<file path="config.mk">
export PLATFORM = sky130hd
export DESIGN_NAME = fsro_startup
export DESIGN_NICKNAME = d
export VERILOG_FILES = /design/src/rtl/fsro_pkg.sv /design/src/rtl/fsro_cclk_gen.sv /design/src/rtl/fsro_startup.sv
export SDC_FILE = /design/constraint.sdc
export NUM_CORES = 1
export LEC_CHECK = 0
export ABC_AREA = 0
export BUFFER_PORTS_ARGS = -buffer_cell sky130_fd_sc_hd__buf_2
export CELL_PAD_IN_SITES_DETAIL_PLACEMENT = 1
export CELL_PAD_IN_SITES_GLOBAL_PLACEMENT = 2
export CORE_ASPECT_RATIO = 0.9
export CORE_UTILIZATION = 35
export DETAILED_ROUTE_END_ITERATION = 6
export PLACE_DENSITY = 0.84
export SYNTH_ARGS = -nofsm -noshare
export SYNTH_HDL_FRONTEND = slang
export SYNTH_SLANG_ARGS = --single-unit
</file>
<file path="constraint.sdc">
create_clock -name CLK -period 4.07 [get_ports CLK]
set_input_delay 0 -clock CLK [delete_from_list [all_inputs] [get_ports CLK]]
set_output_delay 0 -clock CLK [all_outputs]
set_load 0.02 [all_outputs]
</file>
<file path="src/rtl/fsro_pkg.sv">
// package of constants and types for the startup and readback option block
package fsro_pkg;
   // register bus
   localparam int          ADDR_W          = 8;
   localparam int          DATA_W          = 32;
   localparam logic [7:0]  OPT_OFFSET      = 8'h00;
   localparam logic [7:0]  STAT_OFFSET     = 8'h04;
   localparam logic [7:0]  CRC_OFFSET      = 8'h08;

   // option register field positions
   localparam int          F_STARTUP_CLK   = 0;
   localparam int          F_WAIT_DONE     = 1;
   localparam int          F_DONE_EV_LO    = 2;
   localparam int          F_DONE_EV_HI    = 4;
   localparam int          F_REL_EV_LO     = 5;
   localparam int          F_REL_EV_HI     = 8;
   localparam int          F_RB_EN         = 9;
   localparam int          F_RB_ABORT      = 10;
   localparam int          F_RB_CLK        = 11;
   localparam int          F_RATE_LO       = 12;
   localparam int          F_RATE_HI       = 13;
   localparam int          F_CRC_EN        = 14;
   localparam int          F_SCAN_RECFG    = 15;
   localparam int          F_SCAN_RB       = 16;
   localparam int          OPT_W           = 17;
   localparam logic [16:0] OPT_RESET       = 17'h04000;

   // done event codes
   localparam logic [2:0]  DONE_C1         = 3'h0;
   localparam logic [2:0]  DONE_C2         = 3'h1;
   localparam logic [2:0]  DONE_C3         = 3'h2;
   localparam logic [2:0]  DONE_C4         = 3'h3;
   localparam logic [2:0]  DONE_U2         = 3'h4;
   localparam logic [2:0]  DONE_U3         = 3'h5;
   localparam logic [2:0]  DONE_U4         = 3'h6;

   // output release event codes
   localparam logic [3:0]  REL_C2          = 4'h0;
   localparam logic [3:0]  REL_C3          = 4'h1;
   localparam logic [3:0]  REL_C4          = 4'h2;
   localparam logic [3:0]  REL_U2          = 4'h3;
   localparam logic [3:0]  REL_U3          = 4'h4;
   localparam logic [3:0]  REL_U4          = 4'h5;
   localparam logic [3:0]  REL_DI          = 4'h6;
   localparam logic [3:0]  REL_DI_P1       = 4'h7;
   localparam logic [3:0]  REL_DI_P2       = 4'h8;

   // configuration clock rates
   localparam logic [1:0]  RATE_SLOW       = 2'h0;
   localparam logic [1:0]  RATE_MED        = 2'h1;
   localparam logic [1:0]  RATE_FAST       = 2'h2;
   localparam int          CLK_HZ          = 100_000_000;
   localparam int          SLOW_HZ         = 750_000;
   localparam int          MED_HZ          = 6_000_000;
   localparam int          FAST_HZ         = 12_000_000;
   localparam logic [7:0]  HALF_SLOW       = 8'(CLK_HZ / (2 * SLOW_HZ));
   localparam logic [7:0]  HALF_MED        = 8'(CLK_HZ / (2 * MED_HZ));
   localparam logic [7:0]  HALF_FAST       = 8'(CLK_HZ / (2 * FAST_HZ));

   // checksum and readback
   localparam logic [15:0] CRC_POLY        = 16'h8005;
   localparam logic [15:0] CRC_INIT        = 16'h0000;
   localparam logic [11:0] RB_BITS         = 12'h010;

   // startup sequencer states
   typedef enum logic [2:0] {
      ST_IDLE    = 3'b001,
      ST_STARTUP = 3'b010,
      ST_DONE    = 3'b100
   } fsro_state_e;
endpackage

</file>
<file path="src/rtl/fsro_cclk_gen.sv">
// configuration clock generator dividing the system clock to the selected rate
`timescale 1ns/1ps
module fsro_cclk_gen
   import fsro_pkg::*;
(
   input  wire logic       clk,
   input  wire logic       reset,
   input  wire logic [1:0] rate_sel,
   output logic            cclk_r,
   output logic            rise_r
);
   import fsro_pkg::*;

   logic [7:0] cnt_r;
   logic [7:0] half;

   // half period for the chosen rate, slow for any unused code
   always_comb begin
      case (rate_sel)
         RATE_MED:  half = HALF_MED;
         RATE_FAST: half = HALF_FAST;
         default:   half = HALF_SLOW;
      endcase
   end

   // divider toggles the clock level and flags each rising edge
   always_ff @(posedge clk or posedge reset) begin
      if (reset) begin
         cnt_r  <= 8'h00;
         cclk_r <= 1'b0;
         rise_r <= 1'b0;
      end else if (cnt_r >= half - 8'h01) begin
         cnt_r  <= 8'h00;
         cclk_r <= ~cclk_r;
         rise_r <= ~cclk_r;
      end else begin
         cnt_r  <= cnt_r + 8'h01;
         rise_r <= 1'b0;
      end
   end
endmodule

</file>
<file path="src/rtl/fsro_startup.sv">
// startup sequencer with readback, checksum and scan options
// Notes on behaviour
// - startup clocked by configuration clock or user clock; configuration clock default
// - with sync option set, progression past the first edge holds until external done input is high
// - done asserted on selected configuration edge one to four; first edge default
// - with user clock, done on user edge two to four, counted after first edge
// - allowed done choices depend on clock select and sync; others fall back
// - readback request starts a readback only when readback is enabled; disabled by default
// - a running readback may be aborted only when abort is enabled
// - readback shift clock is configuration clock or user net; configuration default
// - when the clock pin is an output it is driven from the oscillator
// - configuration clock rate slow, medium or fast; slow by default
// - reconfiguration through scan port accepted only when enabled
// - readback through scan port permitted only when enabled
// - outputs released at selected edge or done input event; second edge default
`timescale 1ns/1ps
module fsro_startup
   import fsro_pkg::*;
(
   input  wire logic                    CLK,
   input  wire logic                    RESET,
   input  wire logic [fsro_pkg::ADDR_W-1:0] ADDR,
   input  wire logic [fsro_pkg::DATA_W-1:0] WDATA,
   input  wire logic                    WR,
   input  wire logic                    RD,
   output logic [fsro_pkg::DATA_W-1:0]  RDATA,
   input  wire logic                    CCLK_IS_OUTPUT,
   input  wire logic                    CCLK_IN,
   output logic                         CCLK_OUT,
   output logic                         CCLK_OE,
   input  wire logic                    USER_CLK,
   input  wire logic                    READBACK_USER_CLK,
   input  wire logic                    LENGTH_COUNT_MET,
   input  wire logic                    EXTERNAL_DONE_IN,
   output logic                         DONE_OUT,
   output logic                         OUTPUTS_RELEASED,
   input  wire logic                    CFG_START,
   input  wire logic                    CFG_DATA,
   input  wire logic                    CFG_DATA_VALID,
   input  wire logic                    CFG_CRC_CHECK,
   output logic                         CRC_ERROR,
   input  wire logic                    READBACK_REQ,
   input  wire logic                    SCAN_READBACK_REQ,
   input  wire logic                    READBACK_ABORT,
   output logic                         READBACK_BUSY,
   output logic                         READBACK_SHIFT,
   input  wire logic                    SCAN_RECONFIG_REQ,
   output logic                         RECONFIG_START
);
   import fsro_pkg::*;

   fsro_state_e         state_r;
   fsro_state_e         state_nxt;
   logic [OPT_W-1:0]    opt_r;
   logic [2:0]          c_cnt_r;
   logic [2:0]          c_cnt_nxt;
   logic [2:0]          u_cnt_r;
   logic [2:0]          u_cnt_nxt;
   logic [2:0]          d_cnt_r;
   logic [2:0]          d_cnt_nxt;
   logic                di_seen_r;
   logic                cclk_in_d_r;
   logic                uclk_d_r;
   logic                rclk_d_r;
   logic                gen_cclk;
   logic                gen_rise;
   logic                cfg_edge;
   logic                user_edge;
   logic                rb_user_edge;
   logic                start_edge;
   logic                may_go;
   logic [2:0]          done_sel;
   logic [3:0]          rel_sel;
   logic                done_ok;
   logic                rel_ok;
   logic                done_hit;
   logic                rel_hit;
   logic [15:0]         crc_r;
   logic [11:0]         rb_cnt_r;
   logic                rb_shift;

   // option fields
   wire                 opt_user_clk  = opt_r[F_STARTUP_CLK];
   wire                 opt_sync      = opt_r[F_WAIT_DONE];
   wire [2:0]           opt_done_ev   = opt_r[F_DONE_EV_HI:F_DONE_EV_LO];
   wire [3:0]           opt_rel_ev    = opt_r[F_REL_EV_HI:F_REL_EV_LO];
   wire [1:0]           opt_rate      = opt_r[F_RATE_HI:F_RATE_LO];

   // true when a done code is legal for the clock and sync settings
   function automatic logic done_legal(input logic [2:0] ev, input logic uclk,
                                       input logic sync);
      logic ok;
      ok = 1'b0;
      case ({uclk, sync})
         2'b01:   ok = (ev <= DONE_C3);
         2'b00:   ok = (ev <= DONE_C4);
         2'b11:   ok = (ev == DONE_C1) || (ev == DONE_U2);
         2'b10:   ok = (ev == DONE_C1) || ((ev >= DONE_U2) && (ev <= DONE_U4));
         default: ok = 1'b0;
      endcase
      return ok;
   endfunction

   // true when a release code is legal for the clock and sync settings
   function automatic logic rel_legal(input logic [3:0] ev, input logic uclk,
                                      input logic sync);
      logic ok;
      ok = 1'b0;
      case ({uclk, sync})
         2'b01:   ok = (ev == REL_C2) || (ev == REL_C3) || (ev == REL_DI)
                       || (ev == REL_DI_P1);
         2'b00:   ok = (ev <= REL_C4);
         2'b11:   ok = (ev == REL_U2) || ((ev >= REL_DI) && (ev <= REL_DI_P2));
         2'b10:   ok = (ev >= REL_U2) && (ev <= REL_U4);
         default: ok = 1'b0;
      endcase
      return ok;
   endfunction

   // configuration clock generator
   fsro_cclk_gen u_cclk (
      .clk      (CLK),
      .reset    (RESET),
      .rate_sel (opt_rate),
      .cclk_r   (gen_cclk),
      .rise_r   (gen_rise)
   );

   // previous levels of sampled clock inputs for edge detection
   always_ff @(posedge CLK or posedge RESET) begin
      if (RESET) begin
         cclk_in_d_r <= 1'b0;
         uclk_d_r    <= 1'b0;
         rclk_d_r    <= 1'b0;
      end else begin
         cclk_in_d_r <= CCLK_IN;
         uclk_d_r    <= USER_CLK;
         rclk_d_r    <= READBACK_USER_CLK;
      end
   end

   // edge pulses for configuration, user and readback clocks
   assign cfg_edge     = CCLK_IS_OUTPUT ? gen_rise : (CCLK_IN & ~cclk_in_d_r);
   assign user_edge    = USER_CLK & ~uclk_d_r;
   assign rb_user_edge = READBACK_USER_CLK & ~rclk_d_r;
   assign start_edge   = opt_user_clk ? user_edge : cfg_edge;

   // pin drive from the oscillator when the pin is an output
   always_ff @(posedge CLK or posedge RESET) begin
      if (RESET) begin
         CCLK_OUT <= 1'b0;
         CCLK_OE  <= 1'b0;
      end else begin
         CCLK_OUT <= gen_cclk;
         CCLK_OE  <= CCLK_IS_OUTPUT;
      end
   end

   // options take writes only while no startup is running
   always_ff @(posedge CLK or posedge RESET) begin
      if (RESET) begin
         opt_r <= OPT_RESET;
      end else if (WR && (ADDR == OPT_OFFSET) && (state_r != ST_STARTUP)) begin
         opt_r <= WDATA[OPT_W-1:0];
      end
   end

   // illegal choices fall back to the default events
   always_comb begin
      done_ok  = done_legal(opt_done_ev, opt_user_clk, opt_sync);
      rel_ok   = rel_legal(opt_rel_ev, opt_user_clk, opt_sync);
      done_sel = done_ok ? opt_done_ev : DONE_C1;
      rel_sel  = rel_ok ? opt_rel_ev : REL_C2;
   end

   // progression past the first edge waits on the external done input
   assign may_go = ~opt_sync | EXTERNAL_DONE_IN;

   // edge counters after the length count is met
   always_comb begin
      c_cnt_nxt = c_cnt_r;
      u_cnt_nxt = u_cnt_r;
      d_cnt_nxt = d_cnt_r;
      if (state_r == ST_STARTUP) begin
         if (cfg_edge && (c_cnt_r != 3'h7) && ((c_cnt_r == 3'h0) || may_go)) begin
            c_cnt_nxt = c_cnt_r + 3'h1;
         end
         if (user_edge && (c_cnt_r != 3'h0) && (u_cnt_r != 3'h7) && may_go) begin
            u_cnt_nxt = u_cnt_r + 3'h1;
         end
         if (start_edge && di_seen_r && (d_cnt_r != 3'h7)) begin
            d_cnt_nxt = d_cnt_r + 3'h1;
         end
      end
   end

   // selected events reached at this edge
   always_comb begin
      done_hit = 1'b0;
      rel_hit  = 1'b0;
      if (state_r == ST_STARTUP) begin
         case (done_sel)
            DONE_U2: done_hit = (u_cnt_nxt >= 3'h2);
            DONE_U3: done_hit = (u_cnt_nxt >= 3'h3);
            DONE_U4: done_hit = (u_cnt_nxt >= 3'h4);
            default: done_hit = (c_cnt_nxt >= done_sel + 3'h1);
         endcase
         case (rel_sel)
            REL_C3:    rel_hit = (c_cnt_nxt >= 3'h3);
            REL_C4:    rel_hit = (c_cnt_nxt >= 3'h4);
            REL_U2:    rel_hit = (u_cnt_nxt >= 3'h2);
            REL_U3:    rel_hit = (u_cnt_nxt >= 3'h3);
            REL_U4:    rel_hit = (u_cnt_nxt >= 3'h4);
            REL_DI:    rel_hit = EXTERNAL_DONE_IN;
            REL_DI_P1: rel_hit = (d_cnt_nxt >= 3'h1);
            REL_DI_P2: rel_hit = (d_cnt_nxt >= 3'h2);
            default:   rel_hit = (c_cnt_nxt >= 3'h2);
         endcase
      end
   end

   // sequencer state
   always_comb begin
      state_nxt = state_r;
      case (state_r)
         ST_IDLE: begin
            if (LENGTH_COUNT_MET) begin
               state_nxt = ST_STARTUP;
            end
         end
         ST_STARTUP: begin
            if ((DONE_OUT || done_hit) && (OUTPUTS_RELEASED || rel_hit)) begin
               state_nxt = ST_DONE;
            end
         end
         ST_DONE: state_nxt = ST_DONE;
         default: state_nxt = ST_IDLE;
      endcase
      if (SCAN_RECONFIG_REQ && opt_r[F_SCAN_RECFG]) begin
         state_nxt = ST_IDLE;
      end
   end

   // state, counters and startup outputs
   always_ff @(posedge CLK or posedge RESET) begin
      if (RESET) begin
         state_r          <= ST_IDLE;
         c_cnt_r          <= 3'h0;
         u_cnt_r          <= 3'h0;
         d_cnt_r          <= 3'h0;
         di_seen_r        <= 1'b0;
         DONE_OUT         <= 1'b0;
         OUTPUTS_RELEASED <= 1'b0;
      end else if (state_nxt == ST_IDLE) begin
         state_r          <= state_nxt;
         c_cnt_r          <= 3'h0;
         u_cnt_r          <= 3'h0;
         d_cnt_r          <= 3'h0;
         di_seen_r        <= 1'b0;
         DONE_OUT         <= 1'b0;
         OUTPUTS_RELEASED <= 1'b0;
      end else begin
         state_r          <= state_nxt;
         c_cnt_r          <= c_cnt_nxt;
         u_cnt_r          <= u_cnt_nxt;
         d_cnt_r          <= d_cnt_nxt;
         di_seen_r        <= di_seen_r | ((state_r == ST_STARTUP) & EXTERNAL_DONE_IN);
         DONE_OUT         <= DONE_OUT | done_hit;
         OUTPUTS_RELEASED <= OUTPUTS_RELEASED | rel_hit;
      end
   end

   // scan port reconfiguration start pulse
   always_ff @(posedge CLK or posedge RESET) begin
      if (RESET) begin
         RECONFIG_START <= 1'b0;
      end else begin
         RECONFIG_START <= SCAN_RECONFIG_REQ & opt_r[F_SCAN_RECFG];
      end
   end

   // running checksum over serial configuration data
   always_ff @(posedge CLK or posedge RESET) begin
      if (RESET) begin
         crc_r     <= CRC_INIT;
         CRC_ERROR <= 1'b0;
      end else if (CFG_START) begin
         crc_r     <= CRC_INIT;
         CRC_ERROR <= 1'b0;
      end else begin
         if (CFG_DATA_VALID) begin
            crc_r <= {crc_r[14:0], 1'b0} ^ ((crc_r[15] ^ CFG_DATA) ? CRC_POLY : 16'h0000);
         end
         if (CFG_CRC_CHECK && opt_r[F_CRC_EN] && (crc_r != 16'h0000)) begin
            CRC_ERROR <= 1'b1;
         end
      end
   end

   // readback shift clock source
   assign rb_shift = opt_r[F_RB_CLK] ? rb_user_edge : cfg_edge;

   // readback sequence with optional abort
   always_ff @(posedge CLK or posedge RESET) begin
      if (RESET) begin
         READBACK_BUSY  <= 1'b0;
         READBACK_SHIFT <= 1'b0;
         rb_cnt_r       <= 12'h000;
      end else if (!READBACK_BUSY) begin
         READBACK_SHIFT <= 1'b0;
         rb_cnt_r       <= 12'h000;
         if ((READBACK_REQ && opt_r[F_RB_EN]) ||
             (SCAN_READBACK_REQ && opt_r[F_SCAN_RB])) begin
            READBACK_BUSY <= 1'b1;
         end
      end else if (READBACK_ABORT && opt_r[F_RB_ABORT]) begin
         READBACK_BUSY  <= 1'b0;
         READBACK_SHIFT <= 1'b0;
      end else begin
         READBACK_SHIFT <= rb_shift;
         if (rb_shift) begin
            rb_cnt_r <= rb_cnt_r + 12'h001;
            if (rb_cnt_r == RB_BITS - 12'h001) begin
               READBACK_BUSY <= 1'b0;
            end
         end
      end
   end

   // register read data one cycle after the strobe
   always_ff @(posedge CLK or posedge RESET) begin
      if (RESET) begin
         RDATA <= 32'h00000000;
      end else if (RD) begin
         case (ADDR)
            OPT_OFFSET:  RDATA <= {15'h0000, opt_r};
            STAT_OFFSET: RDATA <= {22'h000000, ~rel_ok, ~done_ok, CRC_ERROR,
                                   READBACK_BUSY, 1'b0, state_r,
                                   OUTPUTS_RELEASED, DONE_OUT};
            CRC_OFFSET:  RDATA <= {16'h0000, crc_r};
            default:     RDATA <= 32'h00000000;
         endcase
      end else begin
         RDATA <= 32'h00000000;
      end
   end
endmodule

</file>
# Yosys cells after proc, flatten, opt, wreduce, memory -nomap -nowiden
# Index checks and enable logic that the tools add are counted.
# totals
out_inout_bits	40
regBits	111
inputBits	58
word_cells	187
# classes
bitwise	18
mux	47
n_reduce_logical	39
addsub	7
eq_ne	34
n_lt_le_gt_ge	19
# op_table
op	count
$pmux W17 S3	1
$mux W16	3
$mux W3	13
$mux W12	3
$mux W32	1
$eq A4 B3 Y1 const B	6
$logic_and A1 B1 Y1	19
$mux W1	18
$reduce_bool A16 Y1	1
$xor A16 B16 Y16	1
$eq A3 B3 Y1 const B	5
$ge A3 B2 Y1 const B	5
$pmux W7 S2	1
$add A12 B1 Y12 const B	1
$add A3 B1 Y3 const B	4
$eq A12 B4 Y1 const B	1
$eq A4 B2 Y1 const B	3
$logic_or A1 B1 Y1	10
$ge A3 B3 Y1 const B	3
$ne A3 B3 Y1 const B	3
$pmux W3 S3	1
$add A8 B1 Y8 const B	1
$eq A4 B1 Y1 const B	2
$eq A8 B3 Y1 const B	1
other kinds (36)	57

# Longest topological paths before layout
# Gate-level depths: netlist of the first run.
# logic_depth
depth_word	18
mapped_depth	15

# Modules after synthesis
# A second synthesis of the first run with hierarchy kept.
# hier_totals
hier_cells	522
area_unflattened_um2	5303.8
# modules_own_cells
mod	seq_area_each_um2	cells_per_inst	instances	area_each_um2
fsro_startup	2154.6	462	1	4700.8
fsro_cclk_gen	250.2	60	1	603.1

# Worst setup path after synthesis of the first run
# No wires, ideal clock.
# synth_path
kind	reg-to-reg
from	register state_r[2]
to	register state_r[2]
required_time_ns	3.935
path_buffers	1
slack_ns	0.850
setup_time_ns	0.135
stages_incl_launch_ff	13
t_arrival_ns	3.085
cell_sequence	dfrtp_1 > or3b_4 > or4_2 > clkbuf_1 > mux2i_1 > inv_1 > ha_1 > or2_2 > a31oi_1 > o221ai_1 > nand2b_1 > nand4_1 > o32ai_1
# synth_between
elab_chain_len	10
word_cells_on_any_way	26
cone_classes	order compare: 9; eq/ne: 3; mux: 11; reduce/logical: 3
# synth_lines
item	line	rtl
from (decl)	fsro_startup.sv:52	fsro_state_e state_r;
from (signal assigned)	fsro_startup.sv:255	state_r <= state_nxt;
from (signal assigned)	fsro_startup.sv:263	state_r <= state_nxt;
$eq A3 B2 Y1	fsro_startup.sv:184, fsro_startup.sv:201, fsro_startup.sv:225	
$mux W3	fsro_startup.sv:184	if (state_r == ST_STARTUP) begin
$ge A3 B2 Y1 (tied with other cells)	fsro_startup.sv:217	default: rel_hit = (c_cnt_nxt >= 3'h2);
$pmux W1 S8 / $pmux W1 S3 (equally long branches)	fsro_startup.sv:208, fsro_startup.sv:202	
$mux W1	fsro_startup.sv:201	if (state_r == ST_STARTUP) begin
$logic_or A1 B1 Y1	fsro_startup.sv:232	if ((DONE_OUT || done_hit) && (OUTPUTS_RELEASED || rel_hit)) begin
$logic_and A1 B1 Y1	fsro_startup.sv:232	
$mux W3	fsro_startup.sv:232	
$pmux W3 S3 *	fsro_startup.sv:225	case (state_r)
$mux W3 *	fsro_startup.sv:239	if (SCAN_RECONFIG_REQ && opt_r[F_SCAN_RECFG]) begin
named net state_nxt[2]	fsro_startup.sv:53	fsro_state_e state_nxt;
# The timed path passes the listed nets; every way through them passes the cells marked *.
# A chain may end at the register's enable or synchronous reset.

# Worst setup path in the final report of the first run
# Same ends and word-level chain as after synthesis.

==> results.tsv, run 1 <==
metric	value	unit
finalHoldViolations	0	
syn_inst	527	
fin_tns_setup	0	ns
arrival	3.74	ns
synth_ff_type	dfrtp_1	
netlist_area	5230	sq um
vdd_drop_max	0.242	mV
grt_pass1_wl	22600	microns
crit_path_cell_trace	or3b_4 > or4_2 > xnor2_1 > ha_1 > nand2b_1 > a211o_1 > a31oi_1 > o221ai_1 > nand2b_1 > nand4_1 > o32ai_1	
die_x	131	microns
gp_congestion	0.840	
ys_seq_elements	96	
post-place-ws	0.591	ns
clock_path_buffers	2	
min_path_cells	2	
grt_pass1_vias	4301	
min_period_over_period	0.865	
crit_path_max_incr_delay	0.77	ns
io_buffers	67	
cts-root-buf	clkbuf_16	
antenna_found_initial	0	
wl	13500	microns
antennaDiodeCount	0	
drt_iter0_markers	150	
hpwl	9630	microns
pwr-share-comb	0.182	
outcome	finished, final reports clean	
num_vias	4097	
first_pass_iters	4	
r2r_cells	11	
areaGrowthSynthToFinish	20.7	%
coreArea	14300	sq um
cts_tree	yes	
detail_route.vias_per_cell	5.07	
final_util	0.441	
die_area	15400	sq um
cp-end-kind	flop	
swShare	0.286	
cp.required	4.29	ns
cts.clk_slew.worst_paths	0.08	ns
drive_above_1_share	0.193	
fin_skew	0.0120	ns
cellPowerDensity	426	nW/um^2
power.leakage	3.04	nW
p_clk_frac	0.387	
synth_edf_count	0	
clk_latency	0.36	ns
critical_path_class	reg -> reg	
fmax	284	MHz
rsz0062_at_grt	false	
cts_setup_buffers	0	
cp_common_cell	nand2b_1	
worst_pin_slew	1.17	ns
cp.depth	11	
drv_slew	0	
post-synth-top-count-cell	dfrtp_1	
synth_top_area_share	0.450	
seq_power_share	0.431	
ys.warnings.count	0	
setup_ws	0.550	ns
design_area	6310	sq um
n_fill_cell	1614	
maxCapViolations	0	
clock-sinks	96	
ctsHoldBuffers	28	
grt_usage	0.191	
synth_top_area_cell	dfrtp_1	
fin_nets	692	
synth_area_leaders	dfrtp_1 (45%), mux2i_1 (6.7%), nor2_1 (6.0%)	
start_util	0.365	
synth_commonest_cells	dfrtp_1 (94), nor2_1 (83), mux2i_1 (35)	
cp.buffers_inverters	0	
ys_async_sr_fraction	1.00	
hold_ws	0.0102	ns
avgSynthCellArea	9.92	sq um
placed_area	5670	sq um
overflow	0	
yosysSeqAreaShare	0.460	
p_switching	0.769	mW
grt_max_degree	64	
hp-class	in -> reg	
rows	41	
setup_viol	0	
crit_slowest_cell	or4_2	
htreeDepth	3	
crit_fanout	6	
slew_headroom	0.219	
io-pin-count	98	
cts_made_buffers	9	
wl_per_cell	16.7	microns
startpoint_type	flop	
ctsResizeCount	0	
die_h	118	microns
internal_power	1.92	mW
cp_top_family	simple AND/OR/NAND/NOR gates	
drcViolationCount	0	
ant_nets	0	
period_needed	3.52	ns
synth_cell_type_count	62	
flip-flops by register name, indices dropped and copies added, names as in the netlist, 3 cells and up:
name	flops
rb_cnt_r	12
d_cnt_r	3
crc_r	16
u_cnt_r	3
c_cnt_r	3
opt_r	17
u_cclk.cnt_r	8
state_r	3
RDATA	17
metrics by stage:
stage / power (mW) / cells
finish: 2.69 / 808
global route: 2.84 / 808
CTS: 2.73 / 808
detailed placement: 1.64 / 765
global placement: 1.61 / 765
floorplan: 1.49 / 541
layout make-up:
cell class	count	area, sq um	share of cell area
multi-input cells	384	2580	0.408
flip-flops and latches	96	2400	0.381
repair buffers	100	653	0.103
well taps	193	241	0.0383
clock buffers	10	229	0.0363
clock inverters	5	129	0.0204
inverters	20	77.6	0.0123
power groups by stage:
stage | logic (mW) | registers, mW | clock network (mW)
after detailed placement | 0.458 | 1.18 | 0
after floorplan | 0.342 | 1.15 | 0
final | 0.489 | 1.16 | 1.04
after global routing | 0.555 | 1.18 | 1.11
after global placement | 0.436 | 1.17 | 0
after CTS | 0.495 | 1.16 | 1.07
layout by cell type, fill, tap and decap left out, types with 3 or more instances in the layout:
cell type / n
dfrtp_1: 94
nor2_1: 82
buf_2: 67
mux2i_1: 35
dlygate4sd3_1: 28
a21oi_1: 23
ha_1: 23
nand2_1: 21
inv_1: 19
mux2_2: 18
xnor2_1: 17
conb_1: 16
nand3_1: 13
and2_1: 12
o21ai_0: 11
nor3_1: 11
nand2b_1: 11
xor2_1: 9
clkbuf_16: 9
nand4_1: 8
nor2b_1: 7
nor4_1: 6
and3_1: 5
nand3b_1: 5
buf_4: 5
a31oi_1: 4
bufinv_16: 4
nor3b_1: 3
a221oi_1: 3
or2_2: 3
o221ai_1: 3
layer usage:
metal / wire [microns] / global-route usage
met1: 6450 / 0.258
met2: 6450 / 0.307
met5: 0 / 0
met3: 478 / 0.0491
met4: 80 / 0.0323
path summary, 6_finish.rpt:
kind | start | endpoint | slack (ns)
min in group asynchronous | RESET | u_cclk.cnt_r[6] | 0.38
setup reg to reg | state_r[2] | state_r[2] | 0.55
max in group asynchronous | RESET | state_r[0] | 2.72
hold / removal | CFG_START | crc_r[3] | 0.01
setup / recovery | state_r[2] | state_r[2] | 0.55
hold reg to reg | u_cclk.cclk_r | CCLK_OUT | 0.43
cells by family (layout without fill, tap and decap cells):
family / after synthesis / in the layout / synth area share
flip-flops: 96 / 96 / 0.460
XOR/XNOR: 26 / 26 / 0.0436
multiplexers: 53 / 53 / 0.106
AO/OA/AOI/OAI: 63 / 63 / 0.0790
adder cells (fa/ha/maj): 24 / 24 / 0.0570
other: 2 / 16 / 0.00144
AND/OR/NAND/NOR: 202 / 202 / 0.196
buffers and inverters: 61 / 135 / 0.0577
Power figures use the tool's default switching activity.
==> inputs of run 2 (changes only) <==
- CORE_MARGIN: unset -> 5
- HOLD_SLACK_MARGIN: unset -> 0.05
- MAX_ROUTING_LAYER: unset -> met4
==> run 2 against run 1 <==
Against the previous run:
- sequential cell count unchanged
- sequential power about the same
- total power down 8.1%
- cell area shrank 0.50%
==> results.tsv, run 2 (synthesis results as in run 1) <==
metric	value	unit	change
cts.clk_slew.worst_paths	0.07	ns	about the same
fin_tns_setup	0	ns	unchanged
io-pin-count	98		unchanged
grt_pass1_vias	4385		+2.0%
drt_iter0_markers	162		+8.0%
worst_pin_slew	0.737	ns	-0.433 ns
hpwl	9750	microns	+1.3%
setup_viol	0		unchanged
clock_path_buffers	2		unchanged
startpoint_type	flop		
hp-class	in -> reg		
period_needed	3.58	ns	+0.0620 ns
finalHoldViolations	0		unchanged
crit_fanout	6		unchanged
final_cell_count_no_fill	818		+1.2%
top_regs	RDATA: 17 flops, opt_r: 17 flops, crc_r: 16 flops		
clock-sinks	96		unchanged
grt_max_degree	59		-7.8%
cellPowerDensity	393	nW/um^2	-7.7%
power	2.47	mW	-8.1%
vdd_drop_max	0.195	mV	-20%
rsz0062_at_grt	false		
outcome	finished, final reports clean		
post-place-ws	0.536	ns	-0.0546 ns
layout_common_cells	dfrtp_1 (94), nor2_1 (82), buf_2 (67), mux2i_1 (35), dlygate4sd3_1 (31)		
ant_nets	0		unchanged
arrival	3.81	ns	+0.07 ns
cts_made_buffers	9		unchanged
drv_slew	0		unchanged
gp_congestion	0.840		about the same
die_x	139	microns	+6.1%
fmax	279	MHz	-1.7%
layout_commonest_cell	dfrtp_1		
die_h	126	microns	+6.8%
grt_usage	0.163		-0.0273
htreeDepth	3		unchanged
dpl.cell_count	771		+0.78%
num_vias	4108		+0.27%
coreArea	14700	sq um	+2.4%
cts-root-buf	clkbuf_16		
slew_headroom	0.509		+0.290
final_util	0.428		-0.0126
die_area	17500	sq um	+13%
fin_nets	696		+0.58%
n_fill_cell	1660		+2.9%
drcViolationCount	0		unchanged
grt_pass1_wl	22500	microns	-0.40%
first_pass_iters	4		unchanged
maxCapViolations	0		unchanged
critical_path_class	reg -> reg		
detail_route.vias_per_cell	5.02		-0.96%
power.leakage	3.02	nW	-0.57%
areaGrowthSynthToFinish	20.1	%	
setup_ws	0.488	ns	-0.0620 ns
drive_above_1_share	0.195		+0.00167
start_util	0.357		-0.00870
antennaDiodeCount	0		unchanged
wl	13500	microns	about the same
antenna_found_initial	0		unchanged
cp.required	4.30	ns	about the same
min_period_over_period	0.880		+0.0152
rows	42		+2.4%
fin_skew	0.0116	ns	-0.000484 ns
cp-end-kind	flop		
clk_latency	0.36	ns	about the same
overflow	0		unchanged
wl_per_cell	16.5	microns	-1.1%
io_buffers	67		unchanged
cts_tree	yes		
==> run 2: layout make-up <==
class                   instances  area (sq um)  area share
multi-input cells             384          2580       0.410
flip-flops and latches         96          2400       0.383
repair buffers                104           691       0.110
well taps                     198           248      0.0395
clock buffers                  10           229      0.0365
inverters                      20          77.6      0.0124
clock inverters                 6          53.8     0.00857
==> run 2: per-stage QoR <==
| stage | hold WS (ns) | instance area [sq um] |
|---|---|---|
| finish | 0.0725 | 6280 |
| detailed placement | 0.131 | 5690 |
| floorplan | 0.0314 | 5280 |
| global route | 0.0838 | 6280 |
| global placement | 0.128 | 5690 |
| CTS | 0.0577 | 6280 |
==> run 2: report_power, final <==
group / total [mW] / internal [mW] / leakage (nW) / switching (mW)
registers: 1.16 / 1.05 / 1.28 / 0.116
clock network: 0.819 / 0.424 / 0.135 / 0.395
logic: 0.491 / 0.215 / 1.60 / 0.276
total: 2.47 / 1.68 / 3.02 / 0.786
==> run 2: path summary, 6_finish.rpt <==
kind                       cells after the start     startpoint  slack, ns         end
setup reg to reg                              11     state_r[2]       0.49  state_r[2]
hold reg to reg                                0  u_cclk.cclk_r       0.44    CCLK_OUT
setup / recovery                              11     state_r[2]       0.49  state_r[2]
min in group asynchronous                      3          RESET       0.32   opt_r[13]
max in group asynchronous                      4          RESET       2.77    RDATA[4]
hold / removal                                 3        ADDR[2]       0.07    RDATA[9]
==> run 2: critical path: stages, from the launching register on <==
cell and delay [ns]:
dfrtp_1 0.44, or3b_4 0.48, or4_2 0.77, mux2i_1 0.34
inv_1 0.09, ha_1 0.29, or2_2 0.31, a31oi_1 0.17
o221ai_1 0.12, nand2b_1 0.21, nand4_1 0.15, o32ai_1 0.09
==> run 2: what timing repair did <==
| item | 4_1_cts | 5_1_grt |
|---|---|---|
| gates resized for setup | 0 | 0 |
| setup endpoints to repair | 0 | 0 |
| endpoints found under the hold margin | 98 | 0 |
| buffers inserted | 0 | 0 |
| hold buffers | 31 | 0 |
==> run 2: layer usage <==
metal  vias up  part of all wire  global-route usage
li1       1955                 -                   -
met1      2050              0.47               0.204
met2        81              0.48               0.261
met3        22             0.036              0.0360
met4         0             0.021              0.0598
met5         -                 0                   -
